$ cat src/sai_pkg.sv
package sai_pkg;

  // conversion word and serial framing
  localparam int RESULT_W = 8;
  localparam int CFG_BITS = 3;
  localparam int SAMPLE_FALLS = 2;
  localparam int XFER_CNT_W = 16;

  // captured configuration word, first bit after the start bit ends on top
  localparam int CFG_SGL_BIT = 2;
  localparam int CFG_ODD_BIT = 1;
  localparam int CFG_MSB_FIRST_ONLY_BIT = 0;
  localparam logic [2:0] CFG_RST = 3'h0;

  // register byte offsets on the wishbone bus
  localparam logic [7:0] OFS_CTRL = 8'h00;
  localparam logic [7:0] OFS_STATUS = 8'h04;
  localparam logic [7:0] OFS_RESULT = 8'h08;
  localparam logic [7:0] OFS_CONFIG = 8'h0C;
  localparam logic [7:0] OFS_COUNT = 8'h10;

  // control fields
  localparam int CTRL_TWO_CH_BIT = 0;
  localparam logic CTRL_TWO_CH_RST = 1'b1;

  // status fields
  localparam int STAT_POWER_BIT = 0;
  localparam int STAT_NEW_BIT = 1;
  localparam int STAT_OE_BIT = 2;
  localparam int STAT_STATE_LSB = 4;

  localparam logic [31:0] RDATA_ZERO = 32'h0000_0000;
  localparam logic [7:0] RESULT_RST = 8'h00;

  typedef enum logic [2:0] {
    SAI_IDLE = 3'b000,
    SAI_WAIT = 3'b001,
    SAI_CONFIG = 3'b010,
    SAI_SAMPLE = 3'b011,
    SAI_SHIFT_MSB = 3'b100,
    SAI_SHIFT_LSB = 3'b101,
    SAI_ZERO_FILL = 3'b110
  } sai_state_e;

endpackage

$ cat src/sai_convert.sv
`timescale 1ns/1ps
module sai_convert #(
  parameter int RESULT_W = sai_pkg::RESULT_W
) (
  input wire logic clk_i,
  input wire logic rst_i,
  input wire logic start_i,
  input wire logic single_ended_select_i,
  input wire logic odd_sign_i,
  input wire logic [RESULT_W-1:0] analog_channel_zero_i,
  input wire logic [RESULT_W-1:0] analog_channel_one_i,
  output logic [RESULT_W-1:0] result_o
);

  // unipolar difference, clamped at zero like a span that cannot go negative
  function automatic logic [RESULT_W-1:0] diff_clamp(input logic [RESULT_W-1:0] pos,
                                                     input logic [RESULT_W-1:0] neg);
    diff_clamp = (pos > neg) ? RESULT_W'(pos - neg) : '0;
  endfunction

  logic [RESULT_W-1:0] code_next;

  always_comb begin
    if (single_ended_select_i) begin
      code_next = odd_sign_i ? analog_channel_one_i : analog_channel_zero_i;
    end else if (odd_sign_i) begin
      code_next = diff_clamp(analog_channel_one_i, analog_channel_zero_i);
    end else begin
      code_next = diff_clamp(analog_channel_zero_i, analog_channel_one_i);
    end
  end

  // the held sample is converted once, at the end of the sampling window
  always_ff @(posedge clk_i) begin
    if (rst_i) begin
      result_o <= '0;
    end else if (start_i) begin
      result_o <= code_next;
    end
  end
endmodule // sai_convert

$ cat src/sai_top.sv
// Design decisions made here: the placing of the registers and register access over Wishbone.
`timescale 1ns/1ps
// How it works
// - select low enables the converter; select high powers down and aborts.
// - every transfer step after leaving idle follows an edge of the host's shift clock.
// - two-channel variant samples the configuration input on shift clock rises.
// - first one sampled after select falls is the start bit.
// - zeros sampled before the start bit are ignored.
// - after the configuration word the input is ignored until select recycles.
// - bits after the start bit pick the multiplexer setting for this conversion.
// - single-ended: odd/sign picks channel zero or one against ground.
// - differential: odd/sign zero means channel zero positive; one reverses it.
// - msb-first-only set: result msb first, then zeros until select rises.
// - msb-first-only clear: result msb first, then again lsb first.
// - single-input variant: no configuration, fixed difference, msb then lsb first.
// - result leaves serially on the data output, one bit per shift clock.
// - result is eight bits wide.
// - input is sampled for one and a half shift clocks before converting.
// - each new output bit is driven after a falling shift clock edge.
module sai_top #(
  parameter int XFER_CNT_W = sai_pkg::XFER_CNT_W
) (
  input wire logic clk_i,
  input wire logic rst_i,
  input wire logic [7:0] wb_adr_i,
  input wire logic [31:0] wb_dat_i,
  input wire logic [3:0] wb_sel_i,
  input wire logic wb_we_i,
  input wire logic wb_cyc_i,
  input wire logic wb_stb_i,
  output logic [31:0] wb_dat_o,
  output logic wb_ack_o,
  input wire logic select_shutdown_n_i,
  input wire logic shift_clk_i,
  input wire logic cfg_din_i,
  input wire logic [sai_pkg::RESULT_W-1:0] analog_channel_zero_i,
  input wire logic [sai_pkg::RESULT_W-1:0] analog_channel_one_i,
  output logic dout_o,
  output logic dout_oe_o,
  output logic power_on_o
);

  localparam int RW = sai_pkg::RESULT_W;

  function automatic logic pick_bit(input logic [RW-1:0] word, input logic [2:0] idx);
    pick_bit = word[idx];
  endfunction

  logic sclk_prev_reg;
  logic sclk_rise;
  logic sclk_fall;
  logic sel_high;
  sai_pkg::sai_state_e state_reg;
  sai_pkg::sai_state_e state_next;
  logic [2:0] cnt_reg;
  logic [2:0] cnt_next;
  logic [2:0] cfg_reg;
  logic two_ch_reg;
  logic two_ch_xfer_reg;
  logic conv_start;
  logic [RW-1:0] result_w;
  logic dout_reg;
  logic oe_reg;
  logic power_reg;
  logic new_reg;
  logic [XFER_CNT_W-1:0] xfer_cnt_reg;
  logic ack_reg;
  logic [31:0] rdata_reg;
  logic bus_req;
  logic bus_wr;
  logic bus_rd;
  logic msb_first_only_only;

  assign sel_high = select_shutdown_n_i;
  assign msb_first_only_only = two_ch_xfer_reg & cfg_reg[sai_pkg::CFG_MSB_FIRST_ONLY_BIT];

  // shift clock is an ordinary synchronous input; edges are found against last cycle
  always_ff @(posedge clk_i) begin
    if (rst_i) begin
      sclk_prev_reg <= 1'b0;
    end else begin
      sclk_prev_reg <= shift_clk_i;
    end
  end

  assign sclk_rise = shift_clk_i & ~sclk_prev_reg;
  assign sclk_fall = ~shift_clk_i & sclk_prev_reg;

  always_comb begin
    state_next = state_reg;
    cnt_next = cnt_reg;
    conv_start = 1'b0;
    if (sel_high) begin
      state_next = sai_pkg::SAI_IDLE;
      cnt_next = 3'h0;
    end else begin
      unique case (state_reg)
        sai_pkg::SAI_IDLE: state_next = sai_pkg::SAI_WAIT;
        sai_pkg::SAI_WAIT: begin
          if (sclk_rise) begin
            if (!two_ch_xfer_reg) begin
              state_next = sai_pkg::SAI_SAMPLE;
              cnt_next = 3'h0;
            end else if (cfg_din_i) begin
              state_next = sai_pkg::SAI_CONFIG;
              cnt_next = 3'h0;
            end
          end
        end
        sai_pkg::SAI_CONFIG: begin
          if (sclk_rise) begin
            cnt_next = cnt_reg + 3'h1;
            if (cnt_reg == 3'(sai_pkg::CFG_BITS - 1)) begin
              state_next = sai_pkg::SAI_SAMPLE;
              cnt_next = 3'h0;
            end
          end
        end
        sai_pkg::SAI_SAMPLE: begin
          if (sclk_fall) begin
            cnt_next = cnt_reg + 3'h1;
            if (cnt_reg == 3'(sai_pkg::SAMPLE_FALLS - 1)) begin
              conv_start = 1'b1;
              state_next = sai_pkg::SAI_SHIFT_MSB;
              cnt_next = 3'h0;
            end
          end
        end
        sai_pkg::SAI_SHIFT_MSB: begin
          if (sclk_fall) begin
            cnt_next = cnt_reg + 3'h1;
            if (cnt_reg == 3'h7) begin
              state_next = msb_first_only_only ? sai_pkg::SAI_ZERO_FILL
                                     : sai_pkg::SAI_SHIFT_LSB;
            end
          end
        end
        sai_pkg::SAI_SHIFT_LSB: begin
          if (sclk_fall) begin
            cnt_next = cnt_reg + 3'h1;
            if (cnt_reg == 3'h7) begin
              state_next = sai_pkg::SAI_ZERO_FILL;
            end
          end
        end
        sai_pkg::SAI_ZERO_FILL: state_next = sai_pkg::SAI_ZERO_FILL;
        default: begin
          state_next = sai_pkg::SAI_IDLE;
          cnt_next = 3'h0;
        end
      endcase
    end
  end

  always_ff @(posedge clk_i) begin
    if (rst_i) begin
      state_reg <= sai_pkg::SAI_IDLE;
      cnt_reg <= 3'h0;
    end else begin
      state_reg <= state_next;
      cnt_reg <= cnt_next;
    end
  end

  // variant is frozen for the whole transfer so a bus write cannot split one
  always_ff @(posedge clk_i) begin
    if (rst_i) begin
      two_ch_xfer_reg <= sai_pkg::CTRL_TWO_CH_RST;
    end else if (state_reg == sai_pkg::SAI_IDLE) begin
      two_ch_xfer_reg <= two_ch_reg;
    end
  end

  // configuration word, shifted in on rises after the start bit only
  always_ff @(posedge clk_i) begin
    if (rst_i) begin
      cfg_reg <= sai_pkg::CFG_RST;
    end else if (!sel_high && sclk_rise) begin
      if (state_reg == sai_pkg::SAI_WAIT && (cfg_din_i || !two_ch_xfer_reg)) begin
        cfg_reg <= sai_pkg::CFG_RST;
      end else if (state_reg == sai_pkg::SAI_CONFIG) begin
        cfg_reg <= {cfg_reg[1:0], cfg_din_i};
      end
    end
  end

  sai_convert #(
    .RESULT_W(RW)
  ) u_convert (
    .clk_i(clk_i),
    .rst_i(rst_i),
    .start_i(conv_start),
    .single_ended_select_i(cfg_reg[sai_pkg::CFG_SGL_BIT]),
    .odd_sign_i(cfg_reg[sai_pkg::CFG_ODD_BIT]),
    .analog_channel_zero_i(analog_channel_zero_i),
    .analog_channel_one_i(analog_channel_one_i),
    .result_o(result_w)
  );

  // serial output, changed only on falling shift clock edges, and cleared by reset or while select is high
  always_ff @(posedge clk_i) begin
    if (rst_i || sel_high) begin
      dout_reg <= 1'b0;
      oe_reg <= 1'b0;
    end else if (sclk_fall) begin
      unique case (state_reg)
        sai_pkg::SAI_SAMPLE: begin
          if (cnt_reg == 3'(sai_pkg::SAMPLE_FALLS - 1)) begin
            dout_reg <= 1'b0;
            oe_reg <= 1'b1;
          end
        end
        sai_pkg::SAI_SHIFT_MSB: dout_reg <= pick_bit(result_w, ~cnt_reg);
        sai_pkg::SAI_SHIFT_LSB: dout_reg <= pick_bit(result_w, cnt_reg);
        sai_pkg::SAI_ZERO_FILL: dout_reg <= 1'b0;
        default: dout_reg <= dout_reg;
      endcase
    end
  end

  assign dout_o = dout_reg;
  assign dout_oe_o = oe_reg;

  always_ff @(posedge clk_i) begin
    if (rst_i) begin
      power_reg <= 1'b0;
    end else begin
      power_reg <= ~sel_high;
    end
  end

  assign power_on_o = power_reg;

  // wishbone classic slave: ack one cycle after the request, dropped the next
  assign bus_req = wb_cyc_i & wb_stb_i & ~ack_reg;
  assign bus_wr = bus_req & wb_we_i;
  assign bus_rd = bus_req & ~wb_we_i;

  always_ff @(posedge clk_i) begin
    if (rst_i) begin
      ack_reg <= 1'b0;
    end else begin
      ack_reg <= bus_req;
    end
  end

  assign wb_ack_o = ack_reg;

  always_ff @(posedge clk_i) begin
    if (rst_i) begin
      two_ch_reg <= sai_pkg::CTRL_TWO_CH_RST;
    end else if (bus_wr && wb_sel_i[0] && wb_adr_i == sai_pkg::OFS_CTRL) begin
      two_ch_reg <= wb_dat_i[sai_pkg::CTRL_TWO_CH_BIT];
    end
  end

  // fresh-result flag: a new conversion wins over a read of the result
  always_ff @(posedge clk_i) begin
    if (rst_i) begin
      new_reg <= 1'b0;
    end else if (conv_start) begin
      new_reg <= 1'b1;
    end else if (bus_rd && wb_adr_i == sai_pkg::OFS_RESULT) begin
      new_reg <= 1'b0;
    end
  end

  // completed conversions; a write clears it, a conversion in the same cycle counts
  always_ff @(posedge clk_i) begin
    if (rst_i) begin
      xfer_cnt_reg <= '0;
    end else if (bus_wr && wb_adr_i == sai_pkg::OFS_COUNT) begin
      xfer_cnt_reg <= XFER_CNT_W'(conv_start);
    end else if (conv_start) begin
      xfer_cnt_reg <= xfer_cnt_reg + XFER_CNT_W'(1);
    end
  end

  always_ff @(posedge clk_i) begin
    if (rst_i) begin
      rdata_reg <= sai_pkg::RDATA_ZERO;
    end else if (bus_rd) begin
      unique case (wb_adr_i)
        sai_pkg::OFS_CTRL: rdata_reg <= 32'(two_ch_reg);
        sai_pkg::OFS_STATUS: rdata_reg <= 32'({state_reg, 1'b0, oe_reg, new_reg, power_reg});
        sai_pkg::OFS_RESULT: rdata_reg <= 32'(result_w);
        sai_pkg::OFS_CONFIG: rdata_reg <= 32'(cfg_reg);
        sai_pkg::OFS_COUNT: rdata_reg <= 32'(xfer_cnt_reg);
        default: rdata_reg <= sai_pkg::RDATA_ZERO;
      endcase
    end
  end

  assign wb_dat_o = rdata_reg;
endmodule // sai_top

$ cat config.mk
export PLATFORM = sky130hd
export DESIGN_NAME = sai_top
export DESIGN_NICKNAME = d
export VERILOG_FILES = /design/src/sai_pkg.sv /design/src/sai_convert.sv /design/src/sai_top.sv
export SDC_FILE = /design/constraint.sdc
export NUM_CORES = 1
export LEC_CHECK = 0
export BUFFER_PORTS_ARGS = -buffer_cell sky130_fd_sc_hd__buf_2
export CORE_ASPECT_RATIO = 0.5
export CORE_MARGIN = 2
export CORE_UTILIZATION = 48
export CTS_BUF_LIST = sky130_fd_sc_hd__clkbuf_16
export DETAILED_ROUTE_END_ITERATION = 6
export GPL_ROUTABILITY_DRIVEN = 0
export PLACE_DENSITY = 0.77
export SLEW_MARGIN = 20
export SYNTH_ARGS = -nofsm -noshare
export SYNTH_HDL_FRONTEND = slang
export SYNTH_SLANG_ARGS = --single-unit
$ cat constraint.sdc
create_clock -name clk_i -period 2.1 [get_ports clk_i]
set_clock_uncertainty 0.2 [all_clocks]
set_input_delay 0.105 -clock clk_i [delete_from_list [all_inputs] [get_ports clk_i]]
set_output_delay 0.105 -clock clk_i [all_outputs]
set_load 0.05 [all_outputs]
## After elaboration in Yosys (flattened, before gate mapping)

Index checks and enable logic that the tools add are counted.

- Equality and inequality tests: 24
- Reduce and logical (&&, ||, !) cells: 25
- Bitwise operators: 14
- $lt $le $gt $ge: 4
- Multiplexer cells: 44
- $add $sub $neg: 4

Operators by type and width:

| cell | count |
|---|---|
| $pmux 16 s5 | 1 |
| $mux 3 | 21 |
| $mux 8 | 5 |
| $pmux 3 s7 | 1 |
| $ne 2x2->1 const B | 9 |
| $add 16x1->16 const B | 1 |
| $eq 8x4->1 const B | 2 |
| $gt 8x8->1 | 2 |
| $sub 8x8->8 | 2 |
| $pmux 3 s5 | 1 |
| $eq 3x3->1 const B | 4 |
| $mux 1 | 11 |
| $reduce_and 10->1 | 1 |
| $eq 3x2->1 const B | 3 |
| $eq 8x3->1 const B | 1 |
| $eq 8x5->1 const B | 1 |
| $logic_not 8->1 | 1 |
| $lt 3x4->1 const B | 2 |
| $reduce_or 2->1 | 4 |
| $and 1x1->1 | 7 |
| $bmux 1 s3 | 2 |
| $eq 3x1->1 const B | 2 |
| $logic_and 1x1->1 | 6 |
| $not 1->1 | 6 |
| other kinds (14) | 19 |

- Bits of input ports: 68
- Logic and storage cells: 130
- Bits in registers: 73

## Logic depth before layout (Yosys ltp)

Gate-level depths: netlist (run 1).

- Word-level depth: 7
- Gate-level depth with buffers: 11

## Cells and area by module

From an unflattened synthesis (run 1), not the netlist that was laid out.

- Cell total of the unflattened synthesis: 485
- Area total of the unflattened synthesis: 4046.4 µm²

Modules (own cells, without submodules):

| module | area each (µm²) | cells each | times used |
|---|---|---|---|
| sai_top | 2781.4 | 322 | 1 |
| sai_convert | 1265.0 | 163 | 1 |

## Worst setup path after synthesis (run 1)

Ideal clock, no wire load.

- Kind: register to register
- Start point: reg cnt_reg[1]
- End point: reg xfer_cnt_reg[9]
- Setup slack: -0.057 ns
- Period minus slack after synthesis: 2.157 ns
- Stages on the path, launching flop included: 8
- Arrival: 1.887 ns
- Path buffers: 0
- Required time: 1.830 ns
- Setup time: 0.070 ns
- Path through: dfxtp_1 inv_1 ha_1 nand4b_4 or4_4 or2_4 or3_1 a21oi_1

- Word-level cells in the longest chain between the ends: 5

RTL lines:

| what | line | RTL |
|---|---|---|
| start: declaration | sai_top.sv:55 | `logic [2:0] cnt_reg;` |
| start signal: assignment | sai_top.sv:161 | `cnt_reg <= cnt_next;` |
| $eq 3x1->1 | sai_top.sv:122 | `if (cnt_reg == 3'(sai_pkg::SAMPLE_FALLS - 1)) begin` |
| $mux 1 | sai_top.sv:122 |  |
| $mux 1 | sai_top.sv:120 | `if (sclk_fall) begin` |
| $mux 1 | sai_top.sv:97 | `unique case (state_reg)` |
| $mux 1 | sai_top.sv:93 | `if (sel_high) begin` |
| end signal: assignment | sai_top.sv:273 | `xfer_cnt_reg <= XFER_CNT_W'(conv_start);` |
| end signal: assignment | sai_top.sv:275 | `xfer_cnt_reg <= xfer_cnt_reg + XFER_CNT_W'(1);` |
| end: declaration | sai_top.sv:66 | `logic [XFER_CNT_W-1:0] xfer_cnt_reg;` |

Every way passes these cells.
A chain may end at the register's enable or synchronous reset.

## Final worst setup path (run 1)

- Start point: reg cnt_reg[0]
- End point: reg dout_reg (netlist: dout_o)

- Word-level cells in the longest chain between the ends: 4
- Elaborated cells on any way between the ends: 9
- Those cells by class: 2 x eq/ne; 5 x mux; 1 x bitwise; 1 x reduce/logical

RTL lines:

| what | line | RTL |
|---|---|---|
| $not 3->3 | sai_top.sv:213 | `sai_pkg::SAI_SHIFT_MSB: dout_reg <= pick_bit(result_w, ~cnt_reg);` |
| $bmux 1 s3 | sai_top.sv:46 | `pick_bit = word[idx];` |
| $mux 1 (implied by the code) | sai_top.sv:46 |  |
| $pmux 1 s4 | sai_top.sv:206 | `unique case (state_reg)` |
| end signal: assignment | sai_top.sv:213 |  |
| end signal: assignment | sai_top.sv:214 | `sai_pkg::SAI_SHIFT_LSB: dout_reg <= pick_bit(result_w, cnt_reg);` |
| end signal: assignment | sai_top.sv:216 | `default: dout_reg <= dout_reg;` |
| end: declaration | sai_top.sv:62 | `logic dout_reg;` |

Several ways; a longest one is shown, not always the timed one. The select of a mux whose other input is x is not followed.

==> impl_summary.log, run 1 <==
INFO  metric run_status = complete, no violations
INFO  metric layout_cells_sized_above_1 = 0.263
INFO  metric critical_path.startpoint_type = flop
INFO  metric chipHeight = 67.9 um
INFO  metric clock-root-buffer = sky130_fd_sc_hd__clkbuf_16
INFO  metric design.die.area = 8950 um2
INFO  metric maximum_achievable_frequency = 0.481 GHz
INFO  metric ff2ff_setup_slack = 0.02 ns
INFO  metric routed_wire_length_per_instance = 14.2 um
INFO  metric final_common_cell = sky130_fd_sc_hd__buf_4
INFO  metric num_cts_buffers = 9
INFO  metric yosysUniqueCellTypes = 62
INFO  metric hold_start = select_shutdown_n_i
INFO  metric antenna_found_initial = 0
INFO  metric rr_startpoint = cnt_reg[0]
INFO  metric clk-insertion-delay-late = 0.33 ns
INFO  metric top_level_ports = 104
INFO  metric clock-sinks = 57
INFO  metric timing.critical_path.buf_inv = 1
INFO  metric initial_core_util = 0.492
INFO  metric synth-adder-area-share = 0.0772
INFO  metric first_pass_grt_wire_length = 16,700 um
INFO  metric tritoncts = built
INFO  metric critical_path.most_common_cell = sky130_fd_sc_hd__mux4_2
INFO  metric cp.depth = 5
INFO  metric floorplan.core_area = 7970 um2
INFO  metric flow.area_growth_from_synthesis = 28.7%
INFO  metric finalNetCount = 698
INFO  metric htree_levels = 3
INFO  metric detail_route.iter0.violations = 262
INFO  metric postSynth.topFlopCell = sky130_fd_sc_hd__dfxtp_1
INFO  metric worstHoldPathCells = 3
INFO  metric synth_area_leaders = sky130_fd_sc_hd__dfxtp_1 (29%), sky130_fd_sc_hd__ha_1 (6.7%), sky130_fd_sc_hd__a21oi_1 (6.1%)
INFO  metric port_buffers = 53
INFO  metric muxShareOfSynthArea = 0.0491
INFO  metric final_max_slew_viol_count = 0
INFO  metric cp_slowest_stage_delay = 0.51 ns
INFO  metric synth_largest_type_area_fraction = 0.291
INFO  metric cp_slowest_cell = sky130_fd_sc_hd__mux4_2
INFO  metric synth-warning-count = 0
INFO  metric setup_viol_count_final = 0
INFO  metric cts-root-to-sink-buffers = 2
INFO  metric drcViolationCount = 0
INFO  metric synth-xor-area-share = 0.0357
INFO  metric path_max_fanout = 8
INFO  metric reg2regPathDepth = 5
INFO  metric grt_setup_unrepaired = yes
INFO  metric drt_first_pass_iters = 7
INFO  metric p_leak = 2.24 nW
INFO  metric first_global_vias = 3,560
INFO  metric timing.setup.critical_path_class = reg2reg
INFO  metric core.rowCount = 23
INFO  metric timing.critical_path.max_delay_family = multiplexers
INFO  metric timing.setup.tns = 0 ns
INFO  metric synth_sequential_area_ratio = 0.291
INFO  metric power.ir.vdd_worst = 0.000444 V
INFO  metric synthesized_area_fraction_occupied_by_ao_oa_aoi_and_oai_cells = 0.213
INFO  metric fp.dieW = 132 um
INFO  metric cp.arrival = 2.09 ns
INFO  metric synth_top_family_by_area = simple AND/OR/NAND/NOR gates
INFO  metric power.density = 596 nW/um2
INFO  metric endpoint_class_of_the_critical_path = flop
INFO  metric post_synth.cell_area_avg = 7.86 um2
INFO  metric vias = 4,010
INFO  metric post_synth_instance_area = 3920 um2
INFO  metric critPathRequiredTime = 2.12 ns
INFO  metric clk_pin_slew = 0.05 ns
INFO  metric globalRoute.totalOverflow = 0
INFO  metric synthSimpleGateAreaFrac = 0.237
INFO  metric crit-reg2reg-capture = dout_o
INFO  metric post-dp-hpwl = 7580 um
INFO  metric hold_viol = 0
INFO  metric grt_start_max_net_pins = 18
INFO  metric synth-async-reset-ratio = 0
INFO  metric hp-class = in2reg
INFO  metric stdcell_count = 724
INFO  metric numPlacedInstances = 695
INFO  metric final_cell_mix = sky130_fd_sc_hd__buf_4 (60), sky130_fd_sc_hd__dfxtp_1 (54), sky130_fd_sc_hd__nand2_1 (53), sky130_fd_sc_hd__buf_2 (53), sky130_fd_sc_hd__a21oi_1 (45)
INFO  metric fraction_of_the_cycle_the_final_worst_path_needs = 0.990
INFO  metric syn-instance-count = 499
INFO  metric antenna_left = 0
INFO  metric synth_seq_cells = 57
INFO  metric synth_top_cell_by_area = sky130_fd_sc_hd__dfxtp_1
INFO  metric synth-edff-count = 0
INFO  metric hold_end = state_reg[0]
INFO  metric detail_route.vias_per_cell = 5.54
INFO  metric critical_path.cell_chain = buf_6, mux4_2, mux4_2, or4b_4, a21oi_2
INFO  metric antenna_cells = 0
INFO  metric timing.max_cap.violations = 0
INFO  metric grtUsageTotal = 0.234
INFO  metric drt_wl_total = 10,300 um
INFO  metric timing.final.crit_period = 2.08 ns
==> synthesized netlist by cell type (2+ instances only) <==
cell type,count
sky130_fd_sc_hd__o2111ai_1,2
sky130_fd_sc_hd__nor4_4,2
sky130_fd_sc_hd__a21boi_0,3
sky130_fd_sc_hd__nand3b_1,4
sky130_fd_sc_hd__nor2b_1,3
sky130_fd_sc_hd__nand3_1,23
sky130_fd_sc_hd__a221o_1,2
sky130_fd_sc_hd__and4_1,2
sky130_fd_sc_hd__inv_1,36
sky130_fd_sc_hd__a211oi_1,2
sky130_fd_sc_hd__and3_1,9
sky130_fd_sc_hd__o221ai_1,8
sky130_fd_sc_hd__a22o_1,2
sky130_fd_sc_hd__and2_1,3
sky130_fd_sc_hd__xor2_1,9
sky130_fd_sc_hd__o21a_1,5
sky130_fd_sc_hd__clkbuf_1,13
sky130_fd_sc_hd__a22oi_1,6
sky130_fd_sc_hd__a31oi_1,8
sky130_fd_sc_hd__mux2i_1,8
sky130_fd_sc_hd__o21ai_0,24
sky130_fd_sc_hd__a21o_1,5
sky130_fd_sc_hd__or3b_2,3
sky130_fd_sc_hd__nand2_1,53
sky130_fd_sc_hd__fa_1,2
sky130_fd_sc_hd__xnor2_1,7
sky130_fd_sc_hd__buf_2,8
sky130_fd_sc_hd__nand4_1,7
sky130_fd_sc_hd__nand2b_1,3
sky130_fd_sc_hd__mux4_2,5
sky130_fd_sc_hd__o211ai_1,9
sky130_fd_sc_hd__nor2_1,42
sky130_fd_sc_hd__or3_1,2
sky130_fd_sc_hd__or2_2,3
sky130_fd_sc_hd__ha_1,21
sky130_fd_sc_hd__buf_4,18
sky130_fd_sc_hd__nor3_1,9
sky130_fd_sc_hd__dfxtp_1,57
sky130_fd_sc_hd__a21oi_1,48
==> worst register-to-register path: cells and delay by family, from the launching register on <==
kind                   cells  cell delay, ns
muxes                      2            1.02
DFF                        1            0.35
and+or+nand+nor            1            0.22
buffers and inverters      1            0.14
AOI/OAI and AO/OA          1            0.04
==> routing by layer <==
| metal | share of wire | routed length, um | global-route usage |
|---|---|---|---|
| met5 | 0 | 0 | 0 |
| met4 | 0.023 | 239 | 0.0978 |
| met3 | 0.085 | 869 | 0.0496 |
| met2 | 0.47 | 4810 | 0.403 |
| met1 | 0.42 | 4370 | 0.293 |
==> stage by stage <==
stage          hold slack, ns   util  cell area, um2  setup WS, ns  power (W)
5_1_grt                0.0585  0.633            5040       -0.0495    0.00312
3_5_place_dp            0.154  0.575            4590        -0.213    0.00160
3_3_place_gp            0.147  0.575            4590        -0.163    0.00159
4_1_cts                0.0245  0.623            4970       0.00885    0.00301
2_1_floorplan          0.0332      -            3990      0.000680    0.00145
6_report               0.0244  0.633            5040        0.0211    0.00301
==> report_power, final <==
| part | internal, W | switching, W | leakage (nW) | total, W |
|---|---|---|---|---|
| sequential | 0.00109 | 0.00000710 | 0.462 | 0.00110 |
| combinational | 0.000205 | 0.000310 | 1.64 | 0.000514 |
| clock | 0.000901 | 0.000496 | 0.134 | 0.00140 |
| total | 0.00220 | 0.000813 | 2.24 | 0.00301 |
==> worst max-delay path by stage <==
stage / start / end / slack, ns
3_5_place_dp: analog_channel_zero_i[0] / u_convert.result_o[0] / -0.21
3_3_place_gp: analog_channel_zero_i[0] / u_convert.result_o[0] / -0.16
2_1_floorplan: analog_channel_one_i[0] / u_convert.result_o[3] / 0.0007
5_1_grt: cnt_reg[0] / dout_o / -0.05
6_report: cnt_reg[0] / dout_o / 0.02
4_1_cts: cnt_reg[1] / xfer_cnt_reg[9] / 0.009
==> cell families (layout without fill, tap and decap cells) <==
family | after synthesis | in the layout
fa+ha+maj | 23 | 23
simple gates | 178 | 178
buf+inv | 78 | 176
other cells | 1 | 16
xor+xnor | 16 | 16
flops | 57 | 57
compound gates | 133 | 133
mux | 13 | 13
==> final cells by class <==
cell class	instances	area, um2
well taps	112	140
clock buffers	9	225
flip-flops and latches	57	1140
clock inverters	7	61.3
fillers	681	2930
repair buffers	123	817
multi-input cells	379	2510
inverters	37	143
==> timing repair <==
action                                  CTS  global route
buffers inserted                          0             4
hold buffers                              9             0
resized for setup                         2            12
endpoints found under the setup margin    1            13
cloned                                    0             0
pin swaps                                 0             4
hold endpoints to repair                 17             0
No activity file was read; power rests on OpenSTA's default activity.
==> run 2, diff against run 1 <==
- SETUP_SLACK_MARGIN: not set -> 0.3
==> impl_summary.log, run 2 (synthesis results as in run 1) <==
INFO  metric endpoint_class_of_the_critical_path = flop (unchanged)
INFO  metric design.die.area = 8950 um2 (unchanged)
INFO  metric routed_wire_length_per_instance = 17.0 um (was 14.2 um)
INFO  metric num_cts_buffers = 9 (unchanged)
INFO  metric final_max_slew_viol_count = 0 (unchanged)
INFO  metric grt_setup_unrepaired = yes (unchanged)
INFO  metric critPathRequiredTime = 2.16 ns (was 2.12 ns)
INFO  metric drcViolationCount = 0 (unchanged)
INFO  metric maximum_achievable_frequency = 0.475 GHz (was 0.481 GHz)
INFO  metric drt_first_pass_iters = 7 (unchanged)
INFO  metric fill_cells = 596 (was 681)
INFO  metric antenna_left = 0 (unchanged)
INFO  metric stdcell_count = 729 (was 724)
INFO  metric flow.area_growth_from_synthesis = 39.0% (was 28.7%)
INFO  metric timing.final.crit_period = 2.10 ns (was 2.08 ns)
INFO  metric cp_slowest_stage_delay = 0.45 ns (was 0.51 ns)
INFO  metric critical_path.cell_chain = ha_4, nand4b_4, or4_4, or2_4, or3_4, a21oi_2 (was buf_6, mux4_2, mux4_2, or4b_4, a21oi_2)
INFO  metric ff2ff_setup_slack = -0.003 ns (was 0.02 ns)
INFO  metric run_status = finished, violations left (was complete, no violations)
INFO  metric first_pass_grt_wire_length = 18,300 um (was 16,700 um)
INFO  metric detail_route.iter0.violations = 420 (was 262)
INFO  metric grtUsageTotal = 0.259 (was 0.234)
INFO  metric failed_checks = setup timing
INFO  metric cp_slowest_cell = sky130_fd_sc_hd__or4_4 (was sky130_fd_sc_hd__mux4_2)
INFO  metric hp-class = in2reg (unchanged)
INFO  metric core.rowCount = 23 (unchanged)
INFO  metric drt_wl_total = 12,400 um (was 10,300 um)
INFO  metric clk_pin_slew = 0.05 ns (about the same)
INFO  metric clock-root-buffer = sky130_fd_sc_hd__clkbuf_16 (unchanged)
INFO  metric layout_cells_sized_above_1 = 0.335 (was 0.263)
INFO  metric clock-sinks = 57 (unchanged)
INFO  metric fraction_of_the_cycle_the_final_worst_path_needs = 1.00 (was 0.990)
INFO  metric timing.max_cap.violations = 0 (unchanged)
INFO  metric port_buffers = 53 (unchanged)
INFO  metric chipHeight = 67.9 um (unchanged)
INFO  metric power.ir.vdd_worst = 0.000357 V (was 0.000444 V)
INFO  metric vias = 4,295 (was 4,010)
INFO  metric finalPower = 0.00318 W (was 0.00301 W)
INFO  metric slew_headroom = 0.578
INFO  metric tritoncts = built (unchanged)
INFO  metric power.density = 583 nW/um2 (was 596 nW/um2)
INFO  metric htree_levels = 3 (unchanged)
INFO  metric detail_route.vias_per_cell = 5.89 (was 5.54)
INFO  metric antenna_found_initial = 0 (unchanged)
INFO  metric p_leak = 2.40 nW (was 2.24 nW)
INFO  metric numPlacedInstances = 685 (was 695)
INFO  metric grt_start_max_net_pins = 16 (was 18)
INFO  metric final_cell_mix = sky130_fd_sc_hd__buf_2 (53), sky130_fd_sc_hd__buf_4 (53), sky130_fd_sc_hd__dfxtp_1 (52) (was sky130_fd_sc_hd__buf_4 (60), sky130_fd_sc_hd__dfxtp_1 (54), sky130_fd_sc_hd__nand2_1 (53), sky130_fd_sc_hd__buf_2 (53), sky130_fd_sc_hd__a21oi_1 (45))
INFO  metric top_level_ports = 104 (unchanged)
INFO  metric timing.setup.tns = -0.00306 ns (was 0 ns)
INFO  metric cts-root-to-sink-buffers = 2 (unchanged)
INFO  metric globalRoute.totalOverflow = 0 (unchanged)
INFO  metric antenna_cells = 0 (unchanged)
INFO  metric placedInstanceArea = 4610 um2 (was 4590 um2)
INFO  metric first_global_vias = 3,787 (was 3,560)
INFO  metric initial_core_util = 0.492 (unchanged)
INFO  metric clk-insertion-delay-late = 0.33 ns (about the same)
INFO  metric setup_ws = -0.00306 ns (was 0.0211 ns)
INFO  metric finalNetCount = 703 (was 698)
INFO  metric path_max_fanout = 3 (was 8)
INFO  metric timing.setup.critical_path_class = reg2reg (unchanged)
INFO  metric hold_viol = 0 (unchanged)
INFO  metric floorplan.core_area = 7970 um2 (unchanged)
INFO  metric layout.cell_area.non_filler = 5450 um2 (was 5040 um2)
INFO  metric critical_path.startpoint_type = flop (unchanged)
INFO  metric post-dp-hpwl = 7450 um (was 7580 um)
INFO  metric fp.dieW = 132 um (unchanged)
INFO  metric cp.arrival = 2.16 ns (was 2.09 ns)
INFO  metric setup_viol_count_final = 1 (was 0)
INFO  metric tightestPinTransition = 0.631 ns
## run 2: final timing paths
check              start               to  cells past startpoint
max           cnt_reg[0]  xfer_cnt_reg[9]                      6
min reg2reg  wb_dat_o[8]      wb_dat_o[8]                      2
max reg2reg   cnt_reg[0]  xfer_cnt_reg[9]                      6
min            cfg_din_i       cfg_reg[0]                      4
## run 2: final cells by class
cell class	count	area, um2	area share
clock buffer	9	225	0.0413
clock inverter	7	78.8	0.0145
inverter	37	158	0.0289
multi-input combinational	380	2760	0.506
sequential	57	1150	0.211
tap	112	140	0.0257
timing repair buffer	127	941	0.173
## run 2: report_power, final
| part | total, W | switching, W | internal [W] |
|---|---|---|---|
| clock network | 0.00150 | 0.000490 | 0.00101 |
| logic | 0.000573 | 0.000347 | 0.000226 |
| registers | 0.00110 | 0.00000775 | 0.00109 |
## run 2: critical path: cells and delay by family, from the launching register on
| family | cells | cell delay, ns |
|---|---|---|
| adder cells (fa/ha/maj) | 1 | 0.17 |
| flip-flops | 1 | 0.37 |
| AO/OA/AOI/OAI | 1 | 0.13 |
| AND/OR/NAND/NOR | 4 | 1.17 |
## run 2: metal layers
layer,global-route usage,routed length (um),vias to the layer above
met5,0,0,-
met4,0.0938,323,0
met3,0.0659,1160,42
met2,0.461,5870,273
met1,0.312,5070,2006
li1,-,-,1974
## run 2: stage by stage
stage / utilization / worst slack (ns) / hold WS (ns)
floorplan: - / 0.0728 / 0.0332
detailed placement: 0.579 / -0.126 / 0.151
finish: 0.684 / -0.00306 / 0.0286
global route: 0.684 / -0.0659 / 0.0533
global placement: 0.579 / -0.0686 / 0.147
CTS: 0.653 / 0.0639 / 0.0231
## run 2: what timing repair did
item | CTS | global route
endpoints found under the setup margin | 28 | 35
buffers inserted | 9 | 9
cloned | 2 | 1
hold endpoints to repair | 12 | 0
hold buffers | 7 | 0
gates resized for setup | 27 | 39
pin swaps | 8 | 26
==> run 3, diff against run 2 <==
- CTS_CLUSTER_DIAMETER: not set -> 100
- SLEW_MARGIN: 20 -> 25
- clock period: 2.1 -> 1.7 ns (I/O delays scaled with it)
==> impl_summary.log, run 3 (synthesis results as in run 1) <==
INFO  metric timing.setup.critical_path_class = reg2reg (unchanged)
INFO  metric tightestPinTransition = 0.682 ns (was 0.631 ns)
INFO  metric endpoint_class_of_the_critical_path = flop (unchanged)
INFO  metric initial_core_util = 0.492 (unchanged)
INFO  metric reg2regPathDepth = 10 (was 6)
INFO  metric fp.dieW = 132 um (unchanged)
INFO  metric timing.final.crit_period = 2.28 ns (was 2.10 ns)
INFO  metric path_max_fanout = 5 (was 3)
INFO  metric power_frac_comb = 0.216 (was 0.180)
INFO  metric p_leak = 2.78 nW (was 2.40 nW)
INFO  metric drt_first_pass_iters = 6 (was 7)
INFO  metric grt_start_max_net_pins = 16 (unchanged)
INFO  metric clock-sinks = 57 (unchanged)
INFO  metric timing.max_cap.violations = 0 (unchanged)
INFO  metric cp.depth = 10 (was 6)
INFO  metric clock-root-buffer = sky130_fd_sc_hd__clkbuf_16 (unchanged)
INFO  metric globalRoute.totalOverflow = 0 (unchanged)
INFO  metric layout.cell_area.non_filler = 6450 um2 (was 5450 um2)
INFO  metric port_buffers = 53 (unchanged)
INFO  metric p_sw = 0.00121 W (was 0.000845 W)
INFO  metric grt_setup_unrepaired = yes (unchanged)
INFO  metric switching_share = 0.299 (was 0.266)
INFO  metric top_level_ports = 104 (unchanged)
INFO  metric fraction_of_the_cycle_the_final_worst_path_needs = 1.34 (was 1.00)
INFO  metric portion_of_total_power_attributed_to_sequential_cells = 0.336 (was 0.346)
INFO  metric flow.area_growth_from_synthesis = 64.5% (was 39.0%)
INFO  metric stdcell_count = 797 (was 729)
INFO  metric fin_worst_hold_slack = 0.0662 ns (was 0.0286 ns)
INFO  metric failed_checks = setup timing (unchanged)
INFO  metric critical_path.startpoint_type = flop (unchanged)
INFO  metric htree_levels = 3 (unchanged)
INFO  metric final_cell_mix = sky130_fd_sc_hd__buf_4 (103), sky130_fd_sc_hd__dfxtp_1 (52), sky130_fd_sc_hd__buf_2 (52) (was sky130_fd_sc_hd__buf_2 (53), sky130_fd_sc_hd__buf_4 (53), sky130_fd_sc_hd__dfxtp_1 (52))
INFO  metric antenna_found_initial = 0 (unchanged)
INFO  metric critPathRequiredTime = 1.72 ns (was 2.16 ns)
INFO  metric num_cts_buffers = 9 (unchanged)
INFO  metric crit-reg2reg-capture = xfer_cnt_reg[5] (was xfer_cnt_reg[9])
INFO  metric cp_slowest_cell = sky130_fd_sc_hd__dfxtp_4 (was sky130_fd_sc_hd__or4_4)
INFO  metric clk-insertion-delay-late = 0.35 ns (was 0.33 ns)
INFO  metric maximum_achievable_frequency = 0.439 GHz (was 0.475 GHz)
INFO  metric critical_path.most_common_cell = sky130_fd_sc_hd__buf_6
INFO  metric post-dp-hpwl = 8260 um (was 7450 um)
INFO  metric tritoncts = built (unchanged)
INFO  metric run_status = finished, violations left (unchanged)
INFO  metric timing.critical_path.buf_inv = 4 (was 0)
INFO  metric setup_viol_count_final = 35 (was 1)
INFO  metric hold_viol = 0 (unchanged)
INFO  metric placedInstanceArea = 5190 um2 (was 4610 um2)
INFO  metric power.ir.vdd_worst = 0.000648 V (was 0.000357 V)
INFO  metric clockPowerShare = 0.448 (was 0.474)
INFO  metric ff2ff_setup_slack = -0.58 ns (was -0.003 ns)
INFO  metric final_max_slew_viol_count = 0 (unchanged)
INFO  metric critical_path.cell_chain = ha_4, nand4b_4, buf_4, buf_6, nor4_4, buf_6, buf_6, nand4_1, xor2_1, nor2_1 (was ha_4, nand4b_4, or4_4, or2_4, or3_4, a21oi_2)
INFO  metric detail_route.iter0.violations = 592 (was 420)
INFO  metric hp-class = in2reg (unchanged)
INFO  metric antenna_left = 0 (unchanged)
INFO  metric first_global_vias = 4,562 (was 3,787)
INFO  metric timing.critical_path.max_delay_family = buffers and inverters (was simple AND/OR/NAND/NOR gates)
INFO  metric rr_startpoint = cnt_reg[0] (unchanged)
INFO  metric routed_wire_length_per_instance = 21.8 um (was 17.0 um)
INFO  metric detail_route.vias_per_cell = 6.31 (was 5.89)
INFO  metric grtUsageTotal = 0.320 (was 0.259)
INFO  metric layout_cells_sized_above_1 = 0.499 (was 0.335)
INFO  metric power.density = 625 nW/um2 (was 583 nW/um2)
INFO  metric cp.arrival = 2.30 ns (was 2.16 ns)
INFO  metric critPathCapture = xfer_cnt_reg[5] (was xfer_cnt_reg[9])
INFO  metric cts-root-to-sink-buffers = 2 (unchanged)
INFO  metric intPower = 0.00282 W (was 0.00233 W)
INFO  metric chipHeight = 67.9 um (unchanged)
INFO  metric floorplan.core_area = 7970 um2 (unchanged)
INFO  metric finalNetCount = 771 (was 703)
INFO  metric numPlacedInstances = 747 (was 685)
INFO  metric setup_ws = -0.579 ns (was -0.00306 ns)
INFO  metric pre_cts_slack = -0.416 ns (was -0.126 ns)
INFO  metric drt_wl_total = 17,400 um (was 12,400 um)
INFO  metric worst_setup_path_startpoint = cnt_reg[0] (unchanged)
INFO  metric core.rowCount = 23 (unchanged)
INFO  metric antenna_cells = 0 (unchanged)
INFO  metric clk_pin_slew = 0.05 ns (about the same)
INFO  metric cp_slowest_stage_delay = 0.37 ns (was 0.45 ns)
INFO  metric hold_start = analog_channel_one_i[2] (was cfg_din_i)
INFO  metric slew_headroom = 0.544 (was 0.578)
INFO  metric first_pass_grt_wire_length = 22,400 um (was 18,300 um)
INFO  metric final_common_cell = sky130_fd_sc_hd__buf_4
INFO  metric vias = 5,030 (was 4,295)
INFO  metric design.die.area = 8950 um2 (unchanged)
INFO  metric drcViolationCount = 0 (unchanged)
==> run 3: stage by stage <==
step | power (W) | util | TNS, ns
3_5_place_dp | 0.00208 | 0.651 | -10.65
5_1_grt | 0.00414 | 0.809 | -12.62
4_1_cts | 0.00388 | 0.760 | -6.29
3_3_place_gp | 0.00207 | 0.651 | -9.70
2_1_floorplan | 0.00186 | - | -3.39
6_report | 0.00403 | 0.809 | -11.38
==> run 3: worst min path at each step <==
stage / end / slack, ns / depth (start not counted)
after global routing: wb_ack_o / 0.08 / 4
after CTS: wb_dat_o[0] / -0.02 / 5
after global placement: two_ch_reg / 0.13 / 2
final: u_convert.result_o[2] / 0.07 / 5
after floorplan: sclk_prev_reg / 0.01 / 1
after detailed placement: two_ch_reg / 0.14 / 2
==> run 3: worst reg2reg max path: stages (launching register included) <==
cell	delay, ns
sky130_fd_sc_hd__dfxtp_4	0.37
sky130_fd_sc_hd__ha_4	0.17
sky130_fd_sc_hd__nand4b_4	0.10
sky130_fd_sc_hd__buf_4	0.14
sky130_fd_sc_hd__buf_6	0.12
sky130_fd_sc_hd__nor4_4	0.18
sky130_fd_sc_hd__buf_6	0.19
sky130_fd_sc_hd__buf_6	0.12
sky130_fd_sc_hd__nand4_1	0.16
sky130_fd_sc_hd__xor2_1	0.32
sky130_fd_sc_hd__nor2_1	0.08
==> run 3: final cells by class <==
type	count	area [um2]
Clock buffer	9	225
Multi-Input combinational cell	379	3120
Timing Repair Buffer	196	1590
Sequential cell	57	1150
Inverter	37	166
Tap cell	112	140
Fill cell	400	1520
Clock inverter	7	62.6
==> run 3: timing repair <==
item	CTS	global route
pin swaps	40	36
cloned	2	1
gates resized for setup	82	80
setup endpoints to repair	54	54
hold endpoints to repair	15	0
setup buffers	19	6
hold buffers	6	0
==> run 3: routing by layer <==
metal,GRT usage,routed length (um),vias up
li1,-,-,2107
met1,0.353,6130,2300
met2,0.563,7900,449
met3,0.107,1960,174
met4,0.179,1420,0
met5,0,0,-
==> run 3: power groups by stage <==
stage / Clock, W / Combinational [W] / Sequential [W]
after CTS: 0.00176 / 0.000773 / 0.00135
after global placement: 0 / 0.000689 / 0.00138
final: 0.00181 / 0.000870 / 0.00135
after detailed placement: 0 / 0.000703 / 0.00138
after floorplan: 0 / 0.000466 / 0.00139
after global routing: 0.00186 / 0.000920 / 0.00135
